File: src/switch_cycle_pkg.sv
// constants and types shared by the on/off switching-cycle controller
package switch_cycle_pkg;

	// ==========================================================
	// clock and oscillator timing
	localparam int unsigned CLK_HZ         = 200_000_000;
	localparam int unsigned OSC_HZ         = 132_000;
	localparam int unsigned OSC_PERIOD_CYC = CLK_HZ / OSC_HZ;
	localparam int unsigned MAX_DUTY_PCT   = 65;
	localparam int unsigned MAX_DUTY_CYC   = OSC_PERIOD_CYC * MAX_DUTY_PCT / 100;
	localparam int unsigned MIN_ON_NS      = 400;
	// least time: round up to whole core cycles
	localparam int unsigned MIN_ON_CYC     = (MIN_ON_NS * (CLK_HZ / 1_000_000) + 999) / 1000;
	// fault and restart times, counted in oscillator cycles
	localparam int unsigned FAULT_MS       = 64;
	localparam int unsigned FAULT_OSC      = FAULT_MS * OSC_HZ / 1000;
	localparam int unsigned RESTART_MS     = 2500;
	localparam int unsigned RESTART_OSC    = RESTART_MS * OSC_HZ / 1000;
	localparam int unsigned LIGHT_SKIPS    = 4;

	// ==========================================================
	// pin input positions in the synchroniser vector
	localparam int unsigned PIN_EN      = 0;
	localparam int unsigned PIN_LINE_OK = 1;
	localparam int unsigned PIN_SENSE   = 2;
	localparam int unsigned PIN_ILIM    = 3;
	localparam int unsigned PIN_COUNT   = 4;
	// sense is taken as fitted until the pin says otherwise, so power up waits for the line
	localparam logic [PIN_COUNT-1:0] PIN_RESET = 4'h4;

	// ==========================================================
	// types
	typedef enum logic [1:0] {LVL_FULL = 2'h0, LVL_MED = 2'h1, LVL_LOW = 2'h3} limit_level_e;
	typedef enum logic [1:0] {OPT_STD = 2'h0, OPT_RED = 2'h1, OPT_INC = 2'h2} limit_option_e;
	typedef enum logic [1:0] {ST_WAIT_LINE = 2'h0, ST_RUN = 2'h1, ST_SUSPEND = 2'h3} ctrl_state_e;
	typedef struct packed {
		limit_option_e option;
		limit_level_e  level;
	} ilimit_s;

	localparam limit_option_e OPTION_RESET = OPT_STD;
	localparam limit_level_e  LEVEL_RESET  = LVL_FULL;

endpackage : switch_cycle_pkg
File: src/switch_cycle_ctrl.sv
// on/off switching-cycle controller with current-limit state machine and auto-restart
`timescale 1ns/1ps
`default_nettype none

// Function
// - an enabled cycle turns the power switch on at the oscillator cycle start.
// - the switch turns off at the active current limit or at the end of max duty, first wins.
// - the oscillator runs freely and the enable input is sampled at every cycle start.
// - a started cycle completes whatever the enable input does meanwhile.
// - the current-limit level follows the pattern of enable samples, highest at heavy load.
// - skipped cycles step the limit down once, a long run of skips steps it down again.
// - a current-limit turn-off less than 400 ns into the conduction doubles the running oscillator period.
// - with line sensing, switching goes on 64 ms after regulation loss, then stays off during UV.
// - with line sensing, no switching happens at power up until the line is sufficient.
// - the supply select strap sets the base limit option; the small member has no increase.
// - a low start-of-cycle enable sample keeps the switch off for the whole cycle.
// - an oscillator-clocked fault counter clears on each low enable and suspends on expiry.
// - after expiry switching pauses 2.5 s, longer while line undervoltage persists.
// - the oscillator averages 132 kHz and gives a cycle start and a max-duty signal.
module switch_cycle_ctrl #(
	parameter bit          SMALL_MEMBER = 1'b0,
	parameter int unsigned FAULT_CYCLES   = switch_cycle_pkg::FAULT_OSC,
	parameter int unsigned RESTART_CYCLES = switch_cycle_pkg::RESTART_OSC,
	parameter int unsigned LIGHT_SKIPS    = switch_cycle_pkg::LIGHT_SKIPS
) (
	// clock and reset
	input  wire logic                      core_clk,
	input  wire logic                      resetn,
	// pins from outside the clock domain
	input  wire logic                      enable_line_sense_input,
	input  wire logic                      line_ok_in,
	input  wire logic                      line_sense_present,
	input  wire logic                      drain_limit_hit,
	input  wire logic [1:0]                supply_select_pin,
	// switch drive and status
	output logic                           power_switch_on,
	output logic                           max_duty_signal,
	output logic                           cycle_start,
	output switch_cycle_pkg::ilimit_s      ilimit,
	output logic                           switching_suspended
);

	// ==========================================================
	// pin synchronisers: a change counts once stages two and three agree
	logic [switch_cycle_pkg::PIN_COUNT-1:0] s1_ff;
	logic [switch_cycle_pkg::PIN_COUNT-1:0] s2_ff;
	logic [switch_cycle_pkg::PIN_COUNT-1:0] s3_ff;
	logic [switch_cycle_pkg::PIN_COUNT-1:0] filt_ff;
	wire  [switch_cycle_pkg::PIN_COUNT-1:0] pins_w = {drain_limit_hit, line_sense_present,
		line_ok_in, enable_line_sense_input};

	genvar gi;
	generate
		for (gi = 0; gi < switch_cycle_pkg::PIN_COUNT; gi++) begin : g_sync
			always_ff @(posedge core_clk or negedge resetn) begin
				if (!resetn) begin
					// all stages share one reset level, so release makes no false change
					s1_ff[gi]   <= switch_cycle_pkg::PIN_RESET[gi];
					s2_ff[gi]   <= switch_cycle_pkg::PIN_RESET[gi];
					s3_ff[gi]   <= switch_cycle_pkg::PIN_RESET[gi];
					filt_ff[gi] <= switch_cycle_pkg::PIN_RESET[gi];
				end else begin
					s1_ff[gi] <= pins_w[gi];
					s2_ff[gi] <= s1_ff[gi];
					s3_ff[gi] <= s2_ff[gi];
					if (s2_ff[gi] == s3_ff[gi]) begin
						filt_ff[gi] <= s3_ff[gi];
					end
				end
			end
		end
	endgenerate

	// enable follows the external feedback level
	wire en_w      = filt_ff[switch_cycle_pkg::PIN_EN];
	wire ilim_w    = filt_ff[switch_cycle_pkg::PIN_ILIM];
	wire line_uv_w = filt_ff[switch_cycle_pkg::PIN_SENSE] & ~filt_ff[switch_cycle_pkg::PIN_LINE_OK];

	// ==========================================================
	// oscillator: free running, stretched to double period after a short pulse
	localparam logic [11:0] PERIOD = 12'(switch_cycle_pkg::OSC_PERIOD_CYC);
	localparam logic [11:0] DUTY   = 12'(switch_cycle_pkg::MAX_DUTY_CYC);
	localparam logic [11:0] MIN_ON = 12'(switch_cycle_pkg::MIN_ON_CYC);
	localparam logic [23:0] FAULT_LAST   = 24'(FAULT_CYCLES - 1);
	localparam logic [23:0] RESTART_LAST = 24'(RESTART_CYCLES - 1);
	localparam logic [3:0]  LIGHT        = 4'(LIGHT_SKIPS);

	logic [11:0] osc_cnt_ff;
	logic        slow_ff;
	logic        duty_ff;
	wire  [11:0] period_len_w = slow_ff ? 12'(PERIOD << 1) : PERIOD;
	wire         period_end_w = (osc_cnt_ff == period_len_w - 12'h001);
	wire         cyc_start_w  = (osc_cnt_ff == 12'h000);
	wire         duty_w       = (osc_cnt_ff < DUTY);

	// ==========================================================
	// gate drive
	logic        on_ff;
	logic [11:0] on_cnt_ff;
	switch_cycle_pkg::ctrl_state_e state_ff;
	wire run_w      = (state_ff == switch_cycle_pkg::ST_RUN);
	wire turn_on_w  = cyc_start_w & en_w & run_w;
	wire turn_off_w = on_ff & (ilim_w | ~duty_w);
	wire short_w    = turn_off_w & ilim_w & (on_cnt_ff < MIN_ON);

	// counter wraps at the end of the (possibly stretched) period
	always_ff @(posedge core_clk or negedge resetn) begin
		if (!resetn) begin
			osc_cnt_ff <= 12'h000;
			slow_ff    <= 1'b0;
			duty_ff    <= 1'b0;
		end else begin
			osc_cnt_ff <= period_end_w ? 12'h000 : osc_cnt_ff + 12'h001;
			duty_ff    <= duty_w;
			if (short_w) begin
				slow_ff <= 1'b1;
			end else if (period_end_w) begin
				slow_ff <= 1'b0;
			end
		end
	end

	// enable is looked at only on cycle start, so mid-cycle changes are ignored
	always_ff @(posedge core_clk or negedge resetn) begin
		if (!resetn) begin
			on_ff     <= 1'b0;
			on_cnt_ff <= 12'h000;
		end else begin
			if (turn_on_w) begin
				on_ff     <= 1'b1;
				on_cnt_ff <= 12'h000;
			end else if (turn_off_w) begin
				on_ff <= 1'b0;
			end else if (on_ff) begin
				on_cnt_ff <= on_cnt_ff + 12'h001;
			end
		end
	end

	// ==========================================================
	// current-limit level: decided from the run of skipped cycles
	logic [3:0] skip_cnt_ff;
	switch_cycle_pkg::limit_level_e level_ff;
	switch_cycle_pkg::limit_level_e nxt_level;
	assign nxt_level = (skip_cnt_ff == 4'h0) ? switch_cycle_pkg::LVL_FULL :
		(skip_cnt_ff < LIGHT) ? switch_cycle_pkg::LVL_MED : switch_cycle_pkg::LVL_LOW;

	// level moves only on an enabled cycle start, never inside a pulse
	always_ff @(posedge core_clk or negedge resetn) begin
		if (!resetn) begin
			skip_cnt_ff <= 4'h0;
			level_ff    <= switch_cycle_pkg::LEVEL_RESET;
		end else if (cyc_start_w) begin
			if (en_w) begin
				level_ff    <= nxt_level;
				skip_cnt_ff <= 4'h0;
			end else if (skip_cnt_ff != 4'hf) begin
				skip_cnt_ff <= skip_cnt_ff + 4'h1;
			end
		end
	end

	// ==========================================================
	// supply strap: three synchroniser stages, then caught once after reset release
	logic [1:0]                      strap_s1_ff;
	logic [1:0]                      strap_s2_ff;
	logic [1:0]                      strap_s3_ff;
	logic                            strap_done_ff;
	switch_cycle_pkg::limit_option_e option_ff;
	switch_cycle_pkg::limit_option_e nxt_option;
	assign nxt_option = (strap_s3_ff == 2'h0) ? switch_cycle_pkg::OPT_STD :
		(strap_s3_ff == 2'h1) ? switch_cycle_pkg::OPT_RED :
		(SMALL_MEMBER ? switch_cycle_pkg::OPT_STD : switch_cycle_pkg::OPT_INC);

	// no reset here: the stages must track the strap while reset is held
	always_ff @(posedge core_clk) begin
		strap_s1_ff <= supply_select_pin;
		strap_s2_ff <= strap_s1_ff;
		strap_s3_ff <= strap_s2_ff;
	end

	// taken only when the last two stages agree, never from a metastable stage
	always_ff @(posedge core_clk or negedge resetn) begin
		if (!resetn) begin
			strap_done_ff <= 1'b0;
			option_ff     <= switch_cycle_pkg::OPTION_RESET;
		end else if (!strap_done_ff && (strap_s2_ff == strap_s3_ff)) begin
			strap_done_ff <= 1'b1;
			option_ff     <= nxt_option;
		end
	end

	// ==========================================================
	// fault counter and auto-restart share one oscillator-cycle counter; the power-up wait only holds the state
	logic [23:0] ev_cnt_ff;

	always_ff @(posedge core_clk or negedge resetn) begin
		if (!resetn) begin
			state_ff  <= switch_cycle_pkg::ST_WAIT_LINE;
			ev_cnt_ff <= 24'h000000;
		end else if (cyc_start_w) begin
			case (state_ff)
				switch_cycle_pkg::ST_WAIT_LINE: begin
					if (!line_uv_w) begin
						state_ff <= switch_cycle_pkg::ST_RUN;
					end
				end
				switch_cycle_pkg::ST_RUN: begin
					// line UV does not stop switching here; the counter ends it
					if (!en_w) begin
						ev_cnt_ff <= 24'h000000;
					end else if (ev_cnt_ff == FAULT_LAST) begin
						state_ff  <= switch_cycle_pkg::ST_SUSPEND;
						ev_cnt_ff <= 24'h000000;
					end else begin
						ev_cnt_ff <= ev_cnt_ff + 24'h000001;
					end
				end
				switch_cycle_pkg::ST_SUSPEND: begin
					// counter stops while the line is low, stretching the pause
					if (line_uv_w) begin
						ev_cnt_ff <= ev_cnt_ff;
					end else if (ev_cnt_ff >= RESTART_LAST) begin
						state_ff  <= switch_cycle_pkg::ST_RUN;
						ev_cnt_ff <= 24'h000000;
					end else begin
						ev_cnt_ff <= ev_cnt_ff + 24'h000001;
					end
				end
				default: begin
					state_ff <= switch_cycle_pkg::ST_WAIT_LINE;
				end
			endcase
		end
	end

	// ==========================================================
	// outputs
	assign power_switch_on     = on_ff;
	assign max_duty_signal     = duty_ff;
	assign cycle_start         = cyc_start_w;
	assign ilimit              = '{option: option_ff, level: level_ff};
	assign switching_suspended = ~run_w;
endmodule : switch_cycle_ctrl

`default_nettype wire

File: config.mk
export PLATFORM = sky130hd
export DESIGN_NAME = switch_cycle_ctrl
export DESIGN_NICKNAME = d
export VERILOG_FILES = /design/src/switch_cycle_pkg.sv /design/src/switch_cycle_ctrl.sv
export SDC_FILE = /design/constraint.sdc
export NUM_CORES = 1
export LEC_CHECK = 0
export BUFFER_PORTS_ARGS = -buffer_cell sky130_fd_sc_hd__buf_2
export CORE_UTILIZATION = 45
export DETAILED_ROUTE_END_ITERATION = 10
export GPL_TIMING_DRIVEN = 0
export MAX_ROUTING_LAYER = met4
export PLACE_DENSITY = 0.65
export SLEW_MARGIN = 20
export SYNTH_ARGS = -nofsm -noshare
export SYNTH_HDL_FRONTEND = slang
export SYNTH_SLANG_ARGS = --single-unit
export TNS_END_PERCENT = 50
File: constraint.sdc
create_clock -name core_clk -period 3.68 [get_ports core_clk]
set_input_delay 0.92 -clock core_clk [delete_from_list [all_inputs] [get_ports core_clk]]
set_output_delay 0.92 -clock core_clk [all_outputs]
set_load 0.02 [all_outputs]
==> flow_summary.json, run 1 <==
{
  "drive_above_1_share_pct": 13.4,
  "clock-sinks": 84,
  "area.growth.synth_to_final_pct": 10.7,
  "tritoncts": "built",
  "crit_arrival_ns": 1.85,
  "htree_levels": 3,
  "skew_ns": 0.00971,
  "crit_chain": "inv_1 -> ha_1 -> nor3b_1 -> nand3_2 -> clkinv_2 -> buf_2",
  "port_buffers": 15,
  "post-layout-total-power_mw": 1.66,
  "vias": 3170,
  "synth-seq-area-share_pct": 50.7,
  "final_util_pct": 51.8,
  "power.switching_mw": 0.387,
  "dp.cells": 541,
  "max_stage_delay_ns": 0.47,
  "antennaDiodeCount": 0,
  "start_kind": "register",
  "clockBufferDepth": 2,
  "post-synth-top-area-fraction_pct": 45.2,
  "groute.usage.overall_pct": 19.0,
  "die_width_um": 97.4,
  "initial_core_util_pct": 46.7,
  "reg2reg_to": "ev_cnt_ff[13]$_DFFE_PN0P_",
  "fillerInstances": 831,
  "leakagePower_nw": 1.91,
  "number_of_global_route_vias_before_repair": 3125,
  "achievable-frequency_ghz": 0.361,
  "floorplan.die.height_um": 97.4,
  "seqPwrFrac_pct": 56.9,
  "setup_violations": 0,
  "worst-path-buf-inv": 3,
  "globalRouteOverflowTotal": 0,
  "crit_path_max_fanout": 8,
  "synth-async-reset-ratio_pct": 92.9,
  "clock_buffers_created_by_tritoncts": 9,
  "initial_antenna_violation_count": 0,
  "drc_errors": 0,
  "finalHoldViolCount": 0,
  "internal_power_mw": 1.27,
  "ant_nets": 0,
  "grt_max_degree": 59,
  "setup_slack_of_the_worst_register_to_register_path_ns": 1.38,
  "postLayoutCellArea_sq_um": 4540,
  "wire_length_of_the_first_global_routing_pass_mm": 14.4,
  "hold_buffers": 0,
  "p_sw_share_pct": 23.3,
  "post_synth_edffs": 0,
  "core_area_sq_um": 8760,
  "synthesis.area_per_instance_sq_um": 9.82,
  "nets": 458,
  "worst_ir_drop_vdd_mv": 0.315,
  "placement.cell_area_sq_um": 4340,
  "io-pin-count": 16,
  "p_comb_share_pct": 2.8,
  "yosys_register_bits": 84,
  "cts_post_setup_buffers_inserted": 0,
  "synth.net_count": 431,
  "drtIter0Drc": 169,
  "synth.lib_cells_used.distinct": 63,
  "setup_tns_ns": 0,
  "syn_inst": 417,
  "critical_path_depth": 6,
  "final.min_clock_period_ns": 2.77,
  "path_type_of_the_worst_min_delay_path": "reg2reg",
  "die_area_sq_um": 9490,
  "outcome": "finished clean",
  "crit_family": "flip-flops",
  "finalCritPeriodShare_pct": 75.2,
  "pwr_cell_area_nw_per_um2": 366,
  "rsz0062_at_grt": "false",
  "detailed_place_hpwl_mm": 5.69,
  "rr_worst_depth": 9,
  "timing.max_cap.violations": 0,
  "timing.final.max_slew_violations": 0,
  "post_drt_via_cell_ratio": 5.69,
  "syn-cell-area_sq_um": 4100,
  "gp_routability_congestion": 0.829,
  "average_wire_length_per_cell_after_detail_routing_um": 14.6,
  "synth_largest_area_cell": "dfrtp_1",
  "p_clk_share_pct": 40.2,
  "postRouteWirelength_mm": 8.16,
  "synth-warning-count": 0,
  "crit_path_start": "osc_cnt_ff[0]$_DFF_PN0_",
  "endpoint_class_of_the_critical_path": "primary output",
  "worst_slew_pin_slew_ns": 0.676,
  "layout.cells.non_filler": 557,
  "cp_required_ns": 2.76,
  "iteration_count_of_the_initial_detailed_routing_pass": 4,
  "synth_top_cells_by_area": "dfrtp_1 (45%), nand2_1 (3.9%), xnor2_1 (3.8%)",
  "clock_insertion_delay_worst_skew_ns": 0.35,
  "ctsResizeCount": 0,
  "clk_pin_slew_ns": 0.09,
  "crit_path_top_delay_cell": "dfrtp_1",
  "maxSlewHeadroom_pct": 54.9,
  "num_rows": 34,
  "cts-root-buf": "clkbuf_8",
  "critical_path.endpoint": "cycle_start",
  "critical_path.reg2reg.startpoint": "osc_cnt_ff[0]$_DFF_PN0_",
  "crit_type": "reg2out",
  "postSynth.topFlopCell": "dfrtp_1"
}
-- final cells by class --
cell class / count / area, sq um / area share (%)
repair buffers: 16 / 105 / 2.32
multi-input cells: 302 / 1870 / 41.2
flip-flops and latches: 84 / 2080 / 45.8
clock inverters: 6 / 71.3 / 1.57
plain buffers: 17 / 95.1 / 2.10
inverters: 14 / 53.8 / 1.19
well taps: 108 / 135 / 2.98
clock buffers: 10 / 128 / 2.81
-- routing by layer --
metal	wire length [um]	vias up	track usage [%]
met5	0	-	-
met4	55	0	5.20
met3	257	4	3.67
met2	3820	55	29.7
met1	4030	1556	25.4
li1	-	1555	-
-- worst min path at each step --
stage	startpoint	endpoint	slack [ns]	cells after the start
finish	strap_s1_ff[1]$_DFF_P_	strap_s2_ff[1]$_DFF_P_	0.34	0
floorplan	strap_s1_ff[0]$_DFF_P_	strap_s2_ff[0]$_DFF_P_	0.31	0
detailed placement	strap_s1_ff[0]$_DFF_P_	strap_s2_ff[0]$_DFF_P_	0.32	0
CTS	strap_s1_ff[1]$_DFF_P_	strap_s2_ff[1]$_DFF_P_	0.34	0
global route	strap_s1_ff[0]$_DFF_P_	strap_s2_ff[0]$_DFF_P_	0.35	0
global placement	strap_s1_ff[0]$_DFF_P_	strap_s2_ff[0]$_DFF_P_	0.31	0
-- power groups by stage --
stage	registers (mW)	clock network [mW]	logic [mW]
CTS	0.946	0.691	0.0489
global route	0.947	0.719	0.0548
global placement	0.964	0	0.0437
finish	0.946	0.669	0.0468
detailed placement	0.965	0	0.0486
floorplan	0.963	0	0.0191
-- cells in the final DEF (no fill, tap or decap), types with 13 or more instances in the layout --
master   count
nor4_1      14
nor2_1      40
nand2_1     43
a21oi_1     19
nand3_1     20
dfrtp_1     74
o21ai_0     15
buf_2       24
inv_1       13
xnor2_1     18
-- registers in the layout (all words and copies together), names as in the netlist, 2 cells and up --
name         cells
ev_cnt_ff       24
on_cnt_ff       12
osc_cnt_ff      12
s1_ff            4
s2_ff            4
s3_ff            4
skip_cnt_ff      4
filt_ff          2
level_ff         2
option_ff        2
state_ff         2
strap_s1_ff      2
strap_s2_ff      2
strap_s3_ff      2
-- synth_stat cells, drive strengths merged, types with 6 or more instances --
| master | count |
|---|---|
| a21oi | 19 |
| and3 | 7 |
| buf | 13 |
| dfrtp | 74 |
| dfxtp | 6 |
| ha | 6 |
| inv | 13 |
| nand2 | 43 |
| nand3 | 22 |
| nand4 | 13 |
| nor2 | 40 |
| nor3 | 10 |
| nor4 | 16 |
| o211ai | 8 |
| o21ai | 21 |
| or3 | 12 |
| xnor2 | 18 |
| xor2 | 8 |
-- logic make-up after synthesis --
| family | after synthesis | synth area share, % |
|---|---|---|
| flops | 84 | 50.7 |
| simple gates | 191 | 25.6 |
| buf+inv | 31 | 3.63 |
| xor+xnor | 26 | 5.56 |
| mux | 2 | 0.519 |
| compound gates | 73 | 11.2 |
| fa+ha+maj | 10 | 2.81 |
-- through the flow --
step	hold slack, ns	worst slack [ns]
6_report	0.336	0.913
3_5_place_dp	0.315	1.27
4_1_cts	0.340	0.875
2_1_floorplan	0.310	1.67
3_3_place_gp	0.312	1.13
5_1_grt	0.352	0.791
Power figures use the tool's default switching activity.
==> inputs of run 2 (changes only) <==
--- a/config.mk
+++ b/config.mk
@@ -10,7 +10,7 @@
 export DETAILED_ROUTE_END_ITERATION = 10
 export GPL_TIMING_DRIVEN = 0
 export MAX_ROUTING_LAYER = met4
-export PLACE_DENSITY = 0.65
+export PLACE_DENSITY = 0.67
 export SLEW_MARGIN = 20
 export SYNTH_ARGS = -nofsm -noshare
 export SYNTH_HDL_FRONTEND = slang
==> constraint.sdc (replaced) <==
create_clock -name core_clk -period 2.3 [get_ports core_clk]
set_input_delay 0.575 -clock core_clk [delete_from_list [all_inputs] [get_ports core_clk]]
set_output_delay 0.575 -clock core_clk [all_outputs]
set_load 0.02 [all_outputs]
==> flow_summary.json, run 2 (same netlist as run 1, synthesis figures left out) <==
{
  "outcome": "finished clean",
  "finalHoldViolCount": 0,
  "port_buffers": 15,
  "rsz0062_at_grt": "false",
  "max_stage_delay_ns": 0.38,
  "cts-root-buf": "clkbuf_8",
  "timing.max_cap.violations": 0,
  "fillerInstances": 805,
  "post_drt_via_cell_ratio": 5.64,
  "groute.layer.met1.usage_pct": 24.3,
  "vias": 3168,
  "core_area_sq_um": 8760,
  "fin_worst_hold_slack_ns": 0.0744,
  "grt_busiest_layer": "met2",
  "finalCritPeriodShare_pct": 95.6,
  "postRouteWirelength_mm": 8.18,
  "floorplan.die.height_um": 97.4,
  "place_worst_setup_slack_ns": 0.0354,
  "initial_antenna_violation_count": 0,
  "cp_required_ns": 1.73,
  "crit_chain": "buf_6 -> nor4_2 -> nand3_2 -> clkinv_4 -> buf_2",
  "iteration_count_of_the_initial_detailed_routing_pass": 4,
  "path_type_of_the_worst_min_delay_path": "in2async",
  "maxSlewHeadroom_pct": 57.8,
  "drtIter0Drc": 149,
  "tritoncts": "built",
  "average_wire_length_per_cell_after_detail_routing_um": 14.6,
  "detailed_place_hpwl_mm": 5.68,
  "clk_pin_slew_ns": 0.10,
  "layout.cells.non_filler": 562,
  "groute.layer.met2.usage_pct": 30.0,
  "timing.final.max_slew_violations": 0,
  "achievable-frequency_ghz": 0.455,
  "mostFrequentLayoutCells": "dfrtp_1 (72), nand2_1 (43), nor2_1 (40), buf_2 (24), nand3_1 (20)",
  "num_rows": 34,
  "grt_use_met3_pct": 3.31,
  "htree_levels": 3,
  "ant_nets": 0,
  "die_width_um": 97.4,
  "crit_path_start": "osc_cnt_ff[5]$_DFF_PN0_",
  "critical_path.reg2reg.startpoint": "osc_cnt_ff[0]$_DFF_PN0_",
  "wire_length_of_the_first_global_routing_pass_mm": 14.3,
  "clock-sinks": 84,
  "gp_routability_congestion": 0.893,
  "drc_errors": 0,
  "worst-path-buf-inv": 3,
  "hold_buffers": 0,
  "groute.usage.overall_pct": 19.0,
  "setup_ws_ns": 0.101,
  "clock_insertion_delay_worst_skew_ns": 0.36,
  "worst_ir_drop_vdd_mv": 0.362,
  "start_kind": "register",
  "clockBufferDepth": 2,
  "die_area_sq_um": 9490,
  "area.growth.synth_to_final_pct": 12.0,
  "dp.cells": 541,
  "pwr_cell_area_nw_per_um2": 569,
  "crit_path_top_delay_cell": "dfrtp_1",
  "number_of_flip_flops_in_the_largest_register": 24,
  "crit_arrival_ns": 1.62,
  "globalRouteOverflowTotal": 0,
  "final.min_clock_period_ns": 2.20,
  "crit_family": "simple AND/OR/NAND/NOR gates",
  "setup_violations": 0,
  "grt_max_degree": 61,
  "top_register": "ev_cnt_ff",
  "final_common_cell": "dfrtp_1",
  "skew_ns": 0.0168,
  "leakagePower_nw": 1.93,
  "crit_path_max_fanout": 7,
  "io-pin-count": 16,
  "number_of_global_route_vias_before_repair": 3104,
  "worst_slew_pin_slew_ns": 0.633,
  "crit_type": "reg2out",
  "antennaDiodeCount": 0,
  "drive_above_1_share_pct": 15.6,
  "clock_buffers_created_by_tritoncts": 9,
  "largestRegisters": "ev_cnt_ff: 24 flops, on_cnt_ff: 12 flops, osc_cnt_ff: 12 flops",
  "setup_tns_ns": 0,
  "initial_core_util_pct": 46.7,
  "endpoint_class_of_the_critical_path": "primary output",
  "nets": 463
}
run 2: cell count changes in the layout (fill, tap and decap cells not counted), moves of 2 or more:
cell / before / now
nor3b_1: 2 / 0
nor3b_2: 0 / 2
inv_6: 2 / 4
dfrtp_1: 74 / 72
buf_4: 2 / 7
clkinv_4: 1 / 3
clkinvlp_4: 2 / 0
dfrtp_2: 0 / 2
run 2: cell type report:
class | count | area [sq um] | area share [%]
Sequential cell | 84 | 2080 | 45.3
Multi-Input combinational cell | 302 | 1890 | 41.1
Timing Repair Buffer | 21 | 143 | 3.11
Clock buffer | 10 | 138 | 3.00
Tap cell | 108 | 135 | 2.95
Buffer | 17 | 95.1 | 2.07
Inverter | 14 | 57.6 | 1.25
Clock inverter | 6 | 52.6 | 1.15
run 2: final timing paths:
path,end,cells past startpoint,slack (ns)
max in group asynchronous,filt_ff[2]$_DFFE_PN1N_,2,1.60
worst max register to register,osc_cnt_ff[9]$_DFF_PN0_,7,0.16
worst min register to register,strap_s2_ff[0]$_DFF_P_,0,0.34
worst min-delay path,on_cnt_ff[6]$_DFFE_PN0P_,1,0.07
worst max-delay path,cycle_start,5,0.10
min in group core_clk,s1_ff[2]$_DFF_PN1_,1,0.31
run 2: report_power, final:
group	internal (mW)	switching (mW)
clock network	0.442	0.575
logic	0.0259	0.0503
registers	1.50	0.0142
run 2: timing repair:
item	in CTS	in global routing
setup buffers	1	4
endpoints found under the setup margin	1	24
hold endpoints to repair	0	0
gates resized for setup	3	3
pin swaps	0	1
run 2: through the flow:
step,total power [mW],cell area [sq um],utilization (%)
floorplan,1.57,4100,-
global placement,1.61,4310,49.1
global route,2.71,4590,52.3
detailed placement,1.62,4340,49.5
CTS,2.64,4540,51.9
finish,2.61,4590,52.3
run 2: routing by layer:
layer | part of all wire, % | up-vias
met4 | 1.5 | 0
li1 | - | 1572
met3 | 1.9 | 10
met2 | 49 | 32
met5 | 0 | -
met1 | 48 | 1554
